**src/rdm_defs.svh**
```systemverilog
/*
  Constants of the registered memory module command interface: pin bundle
  field positions, command line patterns, counter widths and default
  latencies. Assumes it is included by its bare name from each source.
*/
// How it works
// Module select low accepts commands; high ignores commands but running bursts continue.
// Each command is decoded from row strobe, column strobe and write enable together.
// A bank active command captures the row from address lines 0 to 12.
// Read or write takes the column from lines 0 to 9 plus 11.
// Precharge closes all banks with line 10 high, else the selected bank.
// Read or write with line 10 high precharges the bank after the burst.
// Bank number takes bit 0 from bank line 1, bit 1 from line 0.
// Clock enable low enters power-down or self-refresh; high again leaves it.
// The controller holds each clock enable level for at least one link cycle.
// All inputs except data and strobe are sampled at the link clock rise.
// Read data follows link clock edges; write data is captured on strobe edges.
// The strobe is driven by the module on reads, received on writes.
// Reset low clears every input register and holds register outputs low.
// Read latency at the pins is the read latency plus one link cycle.
// Write data is never masked; the mask lines are not used.
// Data and check byte lines are two-way: write data in, read data out.
`ifndef RDM_DEFS_SVH
`define RDM_DEFS_SVH

// ----------------------------------------------------------------------------
// Pin bundle layout
// ----------------------------------------------------------------------------
`define RDM_PIN_W 20
`define RDM_ADDR_LSB 0
`define RDM_ADDR_MSB 12
`define RDM_BA0_POS 13
`define RDM_BA1_POS 14
`define RDM_WE_POS 15
`define RDM_CAS_POS 16
`define RDM_RAS_POS 17
`define RDM_SEL_POS 18
`define RDM_CKE_POS 19
`define RDM_AP_POS 10
`define RDM_COL11_POS 11

// ----------------------------------------------------------------------------
// Command patterns as {row strobe, column strobe, write enable}, active low
// ----------------------------------------------------------------------------
`define RDM_RCW_MODE 3'h0
`define RDM_RCW_REFRESH 3'h1
`define RDM_RCW_PRECHARGE 3'h2
`define RDM_RCW_ACTIVE 3'h3
`define RDM_RCW_WRITE 3'h4
`define RDM_RCW_READ 3'h5
`define RDM_RCW_STOP 3'h6
`define RDM_RCW_NOP 3'h7

// ----------------------------------------------------------------------------
// Widths and default counts
// ----------------------------------------------------------------------------
`define RDM_CNT_W 4
`define RDM_READ_LAT 3
`define RDM_BURST_LEN 4
`define RDM_FIFO_DEPTH 32
`define RDM_DATA_W 64
`define RDM_CHECK_W 8

`endif

```
**src/rdm_pkg.sv**
```systemverilog
/*
  Types shared by the command interface: decoded commands and power states.
  Assumes nothing of its surroundings.
*/
`default_nettype none
package rdm_pkg;

  // Decoded operating commands.
  typedef enum logic [3:0] {RDM_CMD_NOP, RDM_CMD_ACTIVE, RDM_CMD_READ, RDM_CMD_WRITE,
    RDM_CMD_PRECHARGE, RDM_CMD_REFRESH, RDM_CMD_MODE, RDM_CMD_STOP} rdm_cmd_type;

  // Power state held by the clock enable.
  typedef enum logic [1:0] {RDM_PWR_ACTIVE, RDM_PWR_DOWN, RDM_PWR_SELF_REFRESH} rdm_pwr_type;

endpackage
`default_nettype wire

```
**src/rdm_command_if.sv**
```systemverilog
/*
  Command, address and data strobe interface of a registered double data
  rate memory module, with its write data FIFO. Assumes the link clock is
  much slower than clk (at least four clk periods per link half cycle) so
  that it can be sampled and its edges found in the clk domain.
*/
`include "rdm_defs.svh"
`timescale 1ns/100ps
`default_nettype none

// ----------------------------------------------------------------------------
// Write data FIFO
// ----------------------------------------------------------------------------
module rdm_fifo
  import rdm_pkg::*;
#(
  parameter int WIDTH = 72,
  parameter int DEPTH = `RDM_FIFO_DEPTH
)(
  // Clock and reset
  input wire logic clk,
  input wire logic reset_n,
  // Filling side
  input wire logic [WIDTH-1:0] in_data,
  input wire logic in_valid,
  output logic in_ready,
  // Draining side
  output logic [WIDTH-1:0] out_data,
  output logic out_valid,
  input wire logic out_ready
);
  localparam int AW = $clog2(DEPTH);

  typedef struct packed {
    logic [DEPTH-1:0][WIDTH-1:0] mem;
    logic [AW-1:0] wr_ptr;
    logic [AW-1:0] rd_ptr;
    logic [AW:0] count;
  } rdm_fifo_state_type;

  rdm_fifo_state_type r;
  rdm_fifo_state_type next_r;
  logic push;
  logic pop;

  // Full and empty come straight from the occupancy count.
  assign in_ready = (r.count != (AW+1)'(DEPTH));
  assign out_valid = (r.count != '0);
  assign out_data = r.mem[r.rd_ptr];
  assign push = in_valid & in_ready;
  assign pop = out_valid & out_ready;

  // Pointer wrap relies on a power of two depth.
  always_comb
  begin
    next_r = r;
    if (push)
    begin
      next_r.mem[r.wr_ptr] = in_data;
      next_r.wr_ptr = r.wr_ptr + 1'b1;
    end
    if (pop)
    begin
      next_r.rd_ptr = r.rd_ptr + 1'b1;
    end
    next_r.count = r.count + (AW+1)'(push) - (AW+1)'(pop);
  end

  // State register.
  always_ff @(posedge clk or negedge reset_n)
  begin
    if (!reset_n)
    begin
      r <= '0;
    end
    else
    begin
      r <= next_r;
    end
  end
endmodule // rdm_fifo

// ----------------------------------------------------------------------------
// Command interface
// ----------------------------------------------------------------------------
module rdm_command_if
  import rdm_pkg::*;
#(
  parameter int READ_LAT = `RDM_READ_LAT,
  parameter int BURST_LEN = `RDM_BURST_LEN,
  parameter int FIFO_DEPTH = `RDM_FIFO_DEPTH,
  parameter int DATA_W = `RDM_DATA_W,
  parameter int CHECK_W = `RDM_CHECK_W
)(
  // Clock and reset
  input wire logic clk,
  input wire logic reset_n,
  // Link clock and command pins
  input wire logic link_ck,
  input wire logic sel_n,
  input wire logic ras_n,
  input wire logic cas_n,
  input wire logic we_n,
  input wire logic cke,
  input wire logic [1:0] ba,
  input wire logic [12:0] addr,
  // Data lines, split into input, output and enable
  input wire logic [DATA_W-1:0] dq_in,
  output logic [DATA_W-1:0] dq_out,
  output logic dq_oe,
  input wire logic [CHECK_W-1:0] check_byte_lines_in,
  output logic [CHECK_W-1:0] check_byte_lines_out,
  output logic check_byte_lines_oe,
  // Data strobe
  input wire logic dqs_in,
  output logic dqs_out,
  output logic dqs_oe,
  // Decoded commands
  output logic cmd_valid,
  output rdm_cmd_type cmd_code,
  output logic [1:0] cmd_bank,
  output logic [12:0] cmd_row,
  output logic [10:0] cmd_col,
  output logic cmd_auto_precharge,
  output logic cmd_precharge_all,
  output logic [3:0] bank_open,
  output rdm_pwr_type power_state,
  // Read data source
  input wire logic [DATA_W+CHECK_W-1:0] rd_data,
  output logic rd_ready,
  // Write data sink
  output logic [DATA_W+CHECK_W-1:0] wr_data,
  output logic wr_valid,
  input wire logic wr_ready,
  output logic wr_space
);
  localparam int DW = DATA_W + CHECK_W;

  typedef struct packed {
    logic [2:0] ck_s;
    logic [`RDM_PIN_W-1:0] pin_s1;
    logic [`RDM_PIN_W-1:0] pin_s2;
    logic [`RDM_PIN_W-1:0] pin_reg;
    logic [2:0] dqs_s;
    logic [DW-1:0] dq_s1;
    logic [DW-1:0] dq_s2;
    logic cmd_valid;
    rdm_cmd_type cmd_code;
    logic [1:0] cmd_bank;
    logic [12:0] cmd_row;
    logic [10:0] cmd_col;
    logic cmd_ap;
    logic cmd_all;
    logic [3:0] bank_open;
    rdm_pwr_type pwr;
    logic [`RDM_CNT_W-1:0] rd_lat;
    logic [`RDM_CNT_W-1:0] rd_left;
    logic rd_ap;
    logic [1:0] rd_bank;
    logic [`RDM_CNT_W-1:0] wr_left;
    logic wr_ap;
    logic [1:0] wr_bank;
    logic [DW-1:0] dq_out;
    logic dq_oe;
    logic dqs_out;
  } rdm_if_state_type;

  rdm_if_state_type r;
  rdm_if_state_type next_r;
  logic ck_rise;
  logic ck_fall;
  logic dqs_edge;
  logic rd_start;
  logic rd_beat;
  logic wr_push;
  logic fifo_ready;

  // Maps the three strobe levels to a command.
  function automatic rdm_cmd_type decode_cmd(input logic [2:0] rcw);
    case (rcw)
      `RDM_RCW_MODE: decode_cmd = RDM_CMD_MODE;
      `RDM_RCW_REFRESH: decode_cmd = RDM_CMD_REFRESH;
      `RDM_RCW_PRECHARGE: decode_cmd = RDM_CMD_PRECHARGE;
      `RDM_RCW_ACTIVE: decode_cmd = RDM_CMD_ACTIVE;
      `RDM_RCW_WRITE: decode_cmd = RDM_CMD_WRITE;
      `RDM_RCW_READ: decode_cmd = RDM_CMD_READ;
      `RDM_RCW_STOP: decode_cmd = RDM_CMD_STOP;
      default: decode_cmd = RDM_CMD_NOP;
    endcase
  endfunction

  // Bank number from the bank lines, line 1 being the low bit.
  function automatic logic [1:0] bank_of(input logic [`RDM_PIN_W-1:0] p);
    bank_of = {p[`RDM_BA0_POS], p[`RDM_BA1_POS]};
  endfunction

  // True when this cycle activates the bank; the activate wins over an auto close.
  function automatic logic activates(input rdm_if_state_type n, input logic [1:0] b);
    activates = n.cmd_valid && (n.cmd_code == RDM_CMD_ACTIVE) && (n.cmd_bank == b);
  endfunction

  // Edges of the sampled link clock and strobe; first flops are not looked at.
  assign ck_rise = r.ck_s[1] & ~r.ck_s[2];
  assign ck_fall = ~r.ck_s[1] & r.ck_s[2];
  assign dqs_edge = r.dqs_s[1] ^ r.dqs_s[2];
  assign rd_start = ck_rise && (r.rd_lat == `RDM_CNT_W'(1));
  assign rd_beat = rd_start || ((ck_rise || ck_fall) && (r.rd_left != '0));
  assign wr_push = dqs_edge && (r.wr_left != '0);

  // The whole word goes to the FIFO; masking is not possible here.
  rdm_fifo #(
    .WIDTH(DW),
    .DEPTH(FIFO_DEPTH)
  ) u_wr_fifo (
    .clk(clk),
    .reset_n(reset_n),
    .in_data(r.dq_s2),
    .in_valid(wr_push),
    .in_ready(fifo_ready),
    .out_data(wr_data),
    .out_valid(wr_valid),
    .out_ready(wr_ready)
  );

  // Next state of the interface.
  always_comb
  begin
    next_r = r;
    next_r.ck_s = {r.ck_s[1:0], link_ck};
    next_r.pin_s1 = {cke, sel_n, ras_n, cas_n, we_n, ba[1], ba[0], addr};
    next_r.pin_s2 = r.pin_s1;
    next_r.dqs_s = {r.dqs_s[1:0], dqs_in};
    next_r.dq_s1 = {check_byte_lines_in, dq_in};
    next_r.dq_s2 = r.dq_s1;
    next_r.cmd_valid = 1'b0;
    // The pins are caught only at the link clock rise; this also means a
    // clock enable level held for one full link cycle is always seen.
    if (ck_rise)
    begin
      next_r.pin_reg = r.pin_s2;
      if (r.rd_lat != '0)
      begin
        next_r.rd_lat = r.rd_lat - 1'b1;
      end
      // Clock enable steers the power state before any command.
      if (!r.pin_reg[`RDM_CKE_POS])
      begin
        if (r.pwr == RDM_PWR_ACTIVE)
        begin
          if (!r.pin_reg[`RDM_SEL_POS] &&
              decode_cmd(r.pin_reg[`RDM_WE_POS +: 3]) == RDM_CMD_REFRESH)
          begin
            next_r.pwr = RDM_PWR_SELF_REFRESH;
          end
          else
          begin
            next_r.pwr = RDM_PWR_DOWN;
          end
        end
      end
      else if (r.pwr != RDM_PWR_ACTIVE)
      begin
        next_r.pwr = RDM_PWR_ACTIVE;
      end
      // Commands act only with the module selected and awake.
      else if (!r.pin_reg[`RDM_SEL_POS])
      begin
        next_r.cmd_valid = 1'b1;
        next_r.cmd_code = decode_cmd({r.pin_reg[`RDM_RAS_POS], r.pin_reg[`RDM_CAS_POS],
          r.pin_reg[`RDM_WE_POS]});
        next_r.cmd_bank = bank_of(r.pin_reg);
        next_r.cmd_row = r.pin_reg[`RDM_ADDR_MSB:`RDM_ADDR_LSB];
        next_r.cmd_col = {r.pin_reg[`RDM_COL11_POS], r.pin_reg[9:0]};
        next_r.cmd_ap = r.pin_reg[`RDM_AP_POS];
        next_r.cmd_all = r.pin_reg[`RDM_AP_POS];
        case (next_r.cmd_code)
          RDM_CMD_ACTIVE:
          begin
            next_r.bank_open[bank_of(r.pin_reg)] = 1'b1;
          end
          RDM_CMD_PRECHARGE:
          begin
            if (r.pin_reg[`RDM_AP_POS])
            begin
              next_r.bank_open = '0;
            end
            else
            begin
              next_r.bank_open[bank_of(r.pin_reg)] = 1'b0;
            end
          end
          RDM_CMD_READ:
          begin
            // Decode already costs one link cycle, the module's register.
            next_r.rd_lat = `RDM_CNT_W'(READ_LAT);
            next_r.rd_ap = r.pin_reg[`RDM_AP_POS];
            next_r.rd_bank = bank_of(r.pin_reg);
          end
          RDM_CMD_WRITE:
          begin
            next_r.wr_left = `RDM_CNT_W'(BURST_LEN);
            next_r.wr_ap = r.pin_reg[`RDM_AP_POS];
            next_r.wr_bank = bank_of(r.pin_reg);
          end
          RDM_CMD_STOP:
          begin
            next_r.rd_lat = '0;
          end
          default:
          begin
            next_r.cmd_valid = 1'b1;
          end
        endcase
      end
    end
    // Read beats run on both link clock edges, strobe edge aligned; they
    // continue whatever the select line does.
    if (rd_beat)
    begin
      next_r.dq_out = rd_data;
      next_r.dq_oe = 1'b1;
      next_r.dqs_out = ck_rise;
      next_r.rd_left = (rd_start ? `RDM_CNT_W'(BURST_LEN) : r.rd_left) - 1'b1;
      if (next_r.rd_left == '0 && r.rd_ap && !activates(next_r, r.rd_bank))
      begin
        next_r.bank_open[r.rd_bank] = 1'b0;
      end
    end
    else if ((ck_rise || ck_fall) && r.rd_left == '0)
    begin
      next_r.dq_oe = 1'b0;
      next_r.dqs_out = 1'b0;
    end
    // Write beats are taken on strobe edges; a full FIFO drops the beat.
    if (wr_push)
    begin
      next_r.wr_left = r.wr_left - 1'b1;
      if (r.wr_left == `RDM_CNT_W'(1) && r.wr_ap && !activates(next_r, r.wr_bank))
      begin
        next_r.bank_open[r.wr_bank] = 1'b0;
      end
    end
  end

  // State register; reset clears every input register and output except wr_space, which the empty FIFO holds high.
  always_ff @(posedge clk or negedge reset_n)
  begin
    if (!reset_n)
    begin
      r <= '0;
    end
    else
    begin
      r <= next_r;
    end
  end

  // Outputs come from the state register, except wr_space, wr_data and wr_valid, which come from the FIFO.
  assign dq_out = r.dq_out[DATA_W-1:0];
  assign check_byte_lines_out = r.dq_out[DW-1:DATA_W];
  assign dq_oe = r.dq_oe;
  assign check_byte_lines_oe = r.dq_oe;
  assign dqs_out = r.dqs_out;
  assign dqs_oe = r.dq_oe;
  assign cmd_valid = r.cmd_valid;
  assign cmd_code = r.cmd_code;
  assign cmd_bank = r.cmd_bank;
  assign cmd_row = r.cmd_row;
  assign cmd_col = r.cmd_col;
  assign cmd_auto_precharge = r.cmd_ap;
  assign cmd_precharge_all = r.cmd_all;
  assign bank_open = r.bank_open;
  assign power_state = r.pwr;
  assign rd_ready = rd_beat;
  assign wr_space = fifo_ready;
endmodule // rdm_command_if
`default_nettype wire

```
**config.mk**
```make
export PLATFORM = sky130hd
export DESIGN_NAME = rdm_command_if
export DESIGN_NICKNAME = d
export VERILOG_FILES = /design/src/rdm_pkg.sv /design/src/rdm_command_if.sv
export VERILOG_INCLUDE_DIRS = /design/src
export SDC_FILE = /design/constraint.sdc
export NUM_CORES = 2
export LEC_CHECK = 0
export BUFFER_PORTS_ARGS = -buffer_cell sky130_fd_sc_hd__buf_2
export CORE_UTILIZATION = 40
export DETAILED_ROUTE_END_ITERATION = 7
export HOLD_SLACK_MARGIN = 0.03
export SYNTH_ARGS = -nofsm -noshare
export SYNTH_HDL_FRONTEND = slang
export SYNTH_SLANG_ARGS = --single-unit
```
**constraint.sdc**
```tcl
create_clock -name clk -period 3.7 [get_ports clk]
set_clock_uncertainty 0.15 [all_clocks]
set_input_delay 0.37 -clock clk [delete_from_list [all_inputs] [get_ports clk]]
set_output_delay 0.37 -clock clk [all_outputs]
set_load 0.05 [all_outputs]
```
==> run metrics <==
Critical Path AT=3.29 ns; Fin. Hold Viols=0; Placer Congestion=0.759; Synth-to-Final Area Change=23.1%; Hold Path Sink=next_r[145]$_DFF_PN0_; GRT Overall Usage=22.8%; commonest non-fill, non-tap cells in the layout=2644 x dfrtp_1, 1934 x mux2_2, 576 x mux4_2, 394 x mux2_1, 322 x clkbuf_16; Clk Latency, worst-skew pair=around 0.9 ns; number of global-route vias before repair=slightly above 70000; Die Y-Extent=542 µm; Via density=5.62; global route overflow=0; First DRT Iteration DRCs=4588; most common cell after layout, fill and taps aside=dfrtp_1; via count=67561; async set-reset flop share out of synthesis=100%; max-slew violation count=0; H-tree levels=5; DRT antenna net count=0; Power per Cell Area=919 mW/mm²; global-route wire length before repair=roughly 500000 µm; critical path type=flop to primary output; run status=complete, but fails checks; HP Start=dq_in[14]; RSZ-0062 raised after global routing=true; largest net degree at the start of global routing=132; Tmin final=approximately 3.8 ns; CTS Root Cell=clkbuf_16; crit-path cells=buf_12, buf_16, buf_12, buf_16, mux4_2, nor2b_4, a211oi_2, nor3_4, buf_8; Primary FF master, synth=dfrtp_1; relative slew slack=between 20% and 30%; syn nets=7394; Worst Hold Path Cells=2; crit start category=flop; final wirelength=339000 µm; Syn Area/Cell=16.2 µm²; Gate Count Post-Synth=7201; Synth Warn #=0; PnR worst setup slack=-0.114 ns; core area=a little under 0.3 mm²; dominant cell type by area after synthesis=dfrtp_1; critical-path maximum fanout=6; DP HPWL=around 190000 µm; critical path required time=3.18 ns; FMAX=about 260 MHz; Max Cap Viol=0; failing checks=setup timing; clock slew at reported path FFs=0.06 ns; R2R depth=8; total clock sinks=2648; die area=about 0.3 mm²; Initial Util=40.4%; synth top area cells=dfrtp_1 57%, mux2_2 19%, mux4_2 11%, mux2_1 3.8%, mux2_4 1.8%; worst-margin pin slew=1.17 ns; RR Startpoint=r[77]$_DFFE_PN0P_; die width=about 540 µm; Cell Area, Synth=0.117 mm²; IO buf count=358; peak supply drop=0.000863 V; Hold WC Path Type=primary input to flop; r2r setup slk=0.34 ns; DR pass1 iterations=7; CP Capture Type=primary output; Core Util, Final=49.7%; post-DR wirelength/cell=around 28 µm; Final Setup Violations=49; Rows=197; Crit Reg-Reg Endpoint=u_wr_fifo.r[175]$_DFFE_PN0P_; CP max stage cell=dfrtp_4; Synth Register Bits=2648; CTS Buf Count=299; # DRC=0; Leak=0.0665 µW; antenna violations before repair=6; top cell type's share of synthesized area=56.8%; Seq/Total Area, Yosys=56.8%; post-route clock period utilization=103%; Post-synth EDFFs=0; Final Power=between 100000 and 150000 µW; clock buffer depth=4; I/O pin cnt=359; Synth cell types=slightly below 60; critical path's largest stage delay=0.51 ns; layout cells sized above 1=54.2%; CTS tree=done; nets=8119
[sequential cells by signal (all words and copies together), names as in the netlist]
signal                cells
bank_open                 4
dqs_out                   1
check_byte_lines_oe       1
next_r                   96
cmd_valid                 1
cmd_bank                  2
cmd_code                  4
check_byte_lines_out      8
r                       132
cmd_row                  13
power_state               2
dq_out                   64
u_wr_fifo.r            2320
[critical path, delay by kind of cell, from the launching register on]
family / cells / cell delay, ns
buffers and inverters: 5 / 0.84
and+or+nand+nor: 2 / 0.62
DFF: 1 / 0.51
muxes: 1 / 0.33
AOI/OAI and AO/OA: 1 / 0.05
[per-stage QoR]
stage	setup TNS [ns]	setup WS, ns	area (µm²)	hold WS, ns	instances
3_3_place_gp	0	0.268	125000	0.182	11020
4_1_cts	-6.42	-0.173	142000	0.0335	11966
6_report	-2.19	-0.114	144000	0.0483	12028
5_1_grt	-6.32	-0.180	144000	0.0709	12025
3_5_place_dp	0	0.300	125000	0.185	11020
2_1_floorplan	0	0.167	117000	-0.0756	7201
[area by class of cell]
| cell class | instances | area [µm²] |
|---|---|---|
| Antenna cell | 5 | 12.5 |
| Clock buffer | 439 | 8810 |
| Clock inverter | 79 | 1140 |
| Fill cell | 23793 | 145000 |
| Inverter | 30 | 113 |
| Multi-Input combinational cell | 3738 | 48800 |
| Sequential cell | 2648 | 66300 |
| Tap cell | 3880 | 4850 |
| Timing Repair Buffer | 1209 | 13700 |
[Yosys cell counts, types with 4 or more instances]
| library cell | n |
|---|---|
| and2_1 | 7 |
| buf_6 | 36 |
| nor2_1 | 13 |
| o22ai_1 | 131 |
| mux2_2 | 1989 |
| nor3_1 | 52 |
| a21oi_1 | 9 |
| mux4_2 | 576 |
| or2_2 | 4 |
| a211oi_1 | 104 |
| nand2_4 | 5 |
| mux2_1 | 394 |
| nor3b_1 | 5 |
| inv_1 | 30 |
| a22oi_1 | 4 |
| ha_1 | 23 |
| nand2_1 | 42 |
| nand3b_1 | 5 |
| nor2b_1 | 91 |
| buf_4 | 161 |
| o21ai_0 | 26 |
| buf_1 | 19 |
| clkbuf_1 | 321 |
| mux2_4 | 140 |
| dfrtp_1 | 2648 |
| nor4_1 | 19 |
| mux2i_1 | 14 |
| nand4_1 | 4 |
| buf_2 | 248 |
| xnor2_1 | 10 |
| nor2_4 | 16 |
| xor2_1 | 7 |
| a221oi_1 | 5 |
[worst max-delay path by stage]
stage | startpoint | end | cells after the start
CTS | u_wr_fifo.r[6]$_DFFE_PN0P_ | wr_data[31] | 8
floorplan | u_wr_fifo.r[7]$_DFFE_PN0P_ | wr_data[25] | 7
global route | u_wr_fifo.r[6]$_DFFE_PN0P_ | wr_data[24] | 10
global placement | u_wr_fifo.r[6]$_DFFE_PN0P_ | wr_data[11] | 8
finish | u_wr_fifo.r[7]$_DFFE_PN0P_ | wr_data[47] | 9
detailed placement | u_wr_fifo.r[6]$_DFFE_PN0P_ | wr_data[11] | 8
[what timing repair did]
item                       4_1_cts  5_1_grt
pin swaps                       56       74
gates resized for setup        521      208
hold buffers                   261        0
hold endpoints to repair       832        0
setup endpoints to repair       72       68
setup buffers                  139       63
gates cloned                    38       18
[logic make-up (layout without fill, tap and decap cells)]
kind of cell    count (synthesis)  after routing  share of synthesized area, %
other cells                     0              5                             0
simple gates                  290            290                          1.51
fa+ha+maj                      25             25                         0.272
flops                        2648           2648                          56.8
mux                          3113           3113                          36.0
buf+inv                       815           1757                          3.63
compound gates                293            293                          1.69
xor+xnor                       17             17                         0.128
[report_power, final]
group | total, µW | internal [µW] | switching [µW] | leakage (µW)
sequential | 45200 | 39500 | 5770 | 0.0347
combinational | 56600 | 29800 | 26800 | 0.0270
clock | 30200 | 17900 | 12200 | 0.00489
[routing by layer]
| metal | vias to the layer above | share of wire, % | track usage (%) |
|---|---|---|---|
| met1 | 37348 | 45 | 32.6 |
| met5 | - | 0 | 0 |
| li1 | 27936 | - | - |
| met4 | 0 | 2.9 | 6.37 |
| met2 | 1758 | 48 | 36.7 |
| met3 | 519 | 4.5 | 2.73 |
No activity file was read; power rests on OpenSTA's default activity.
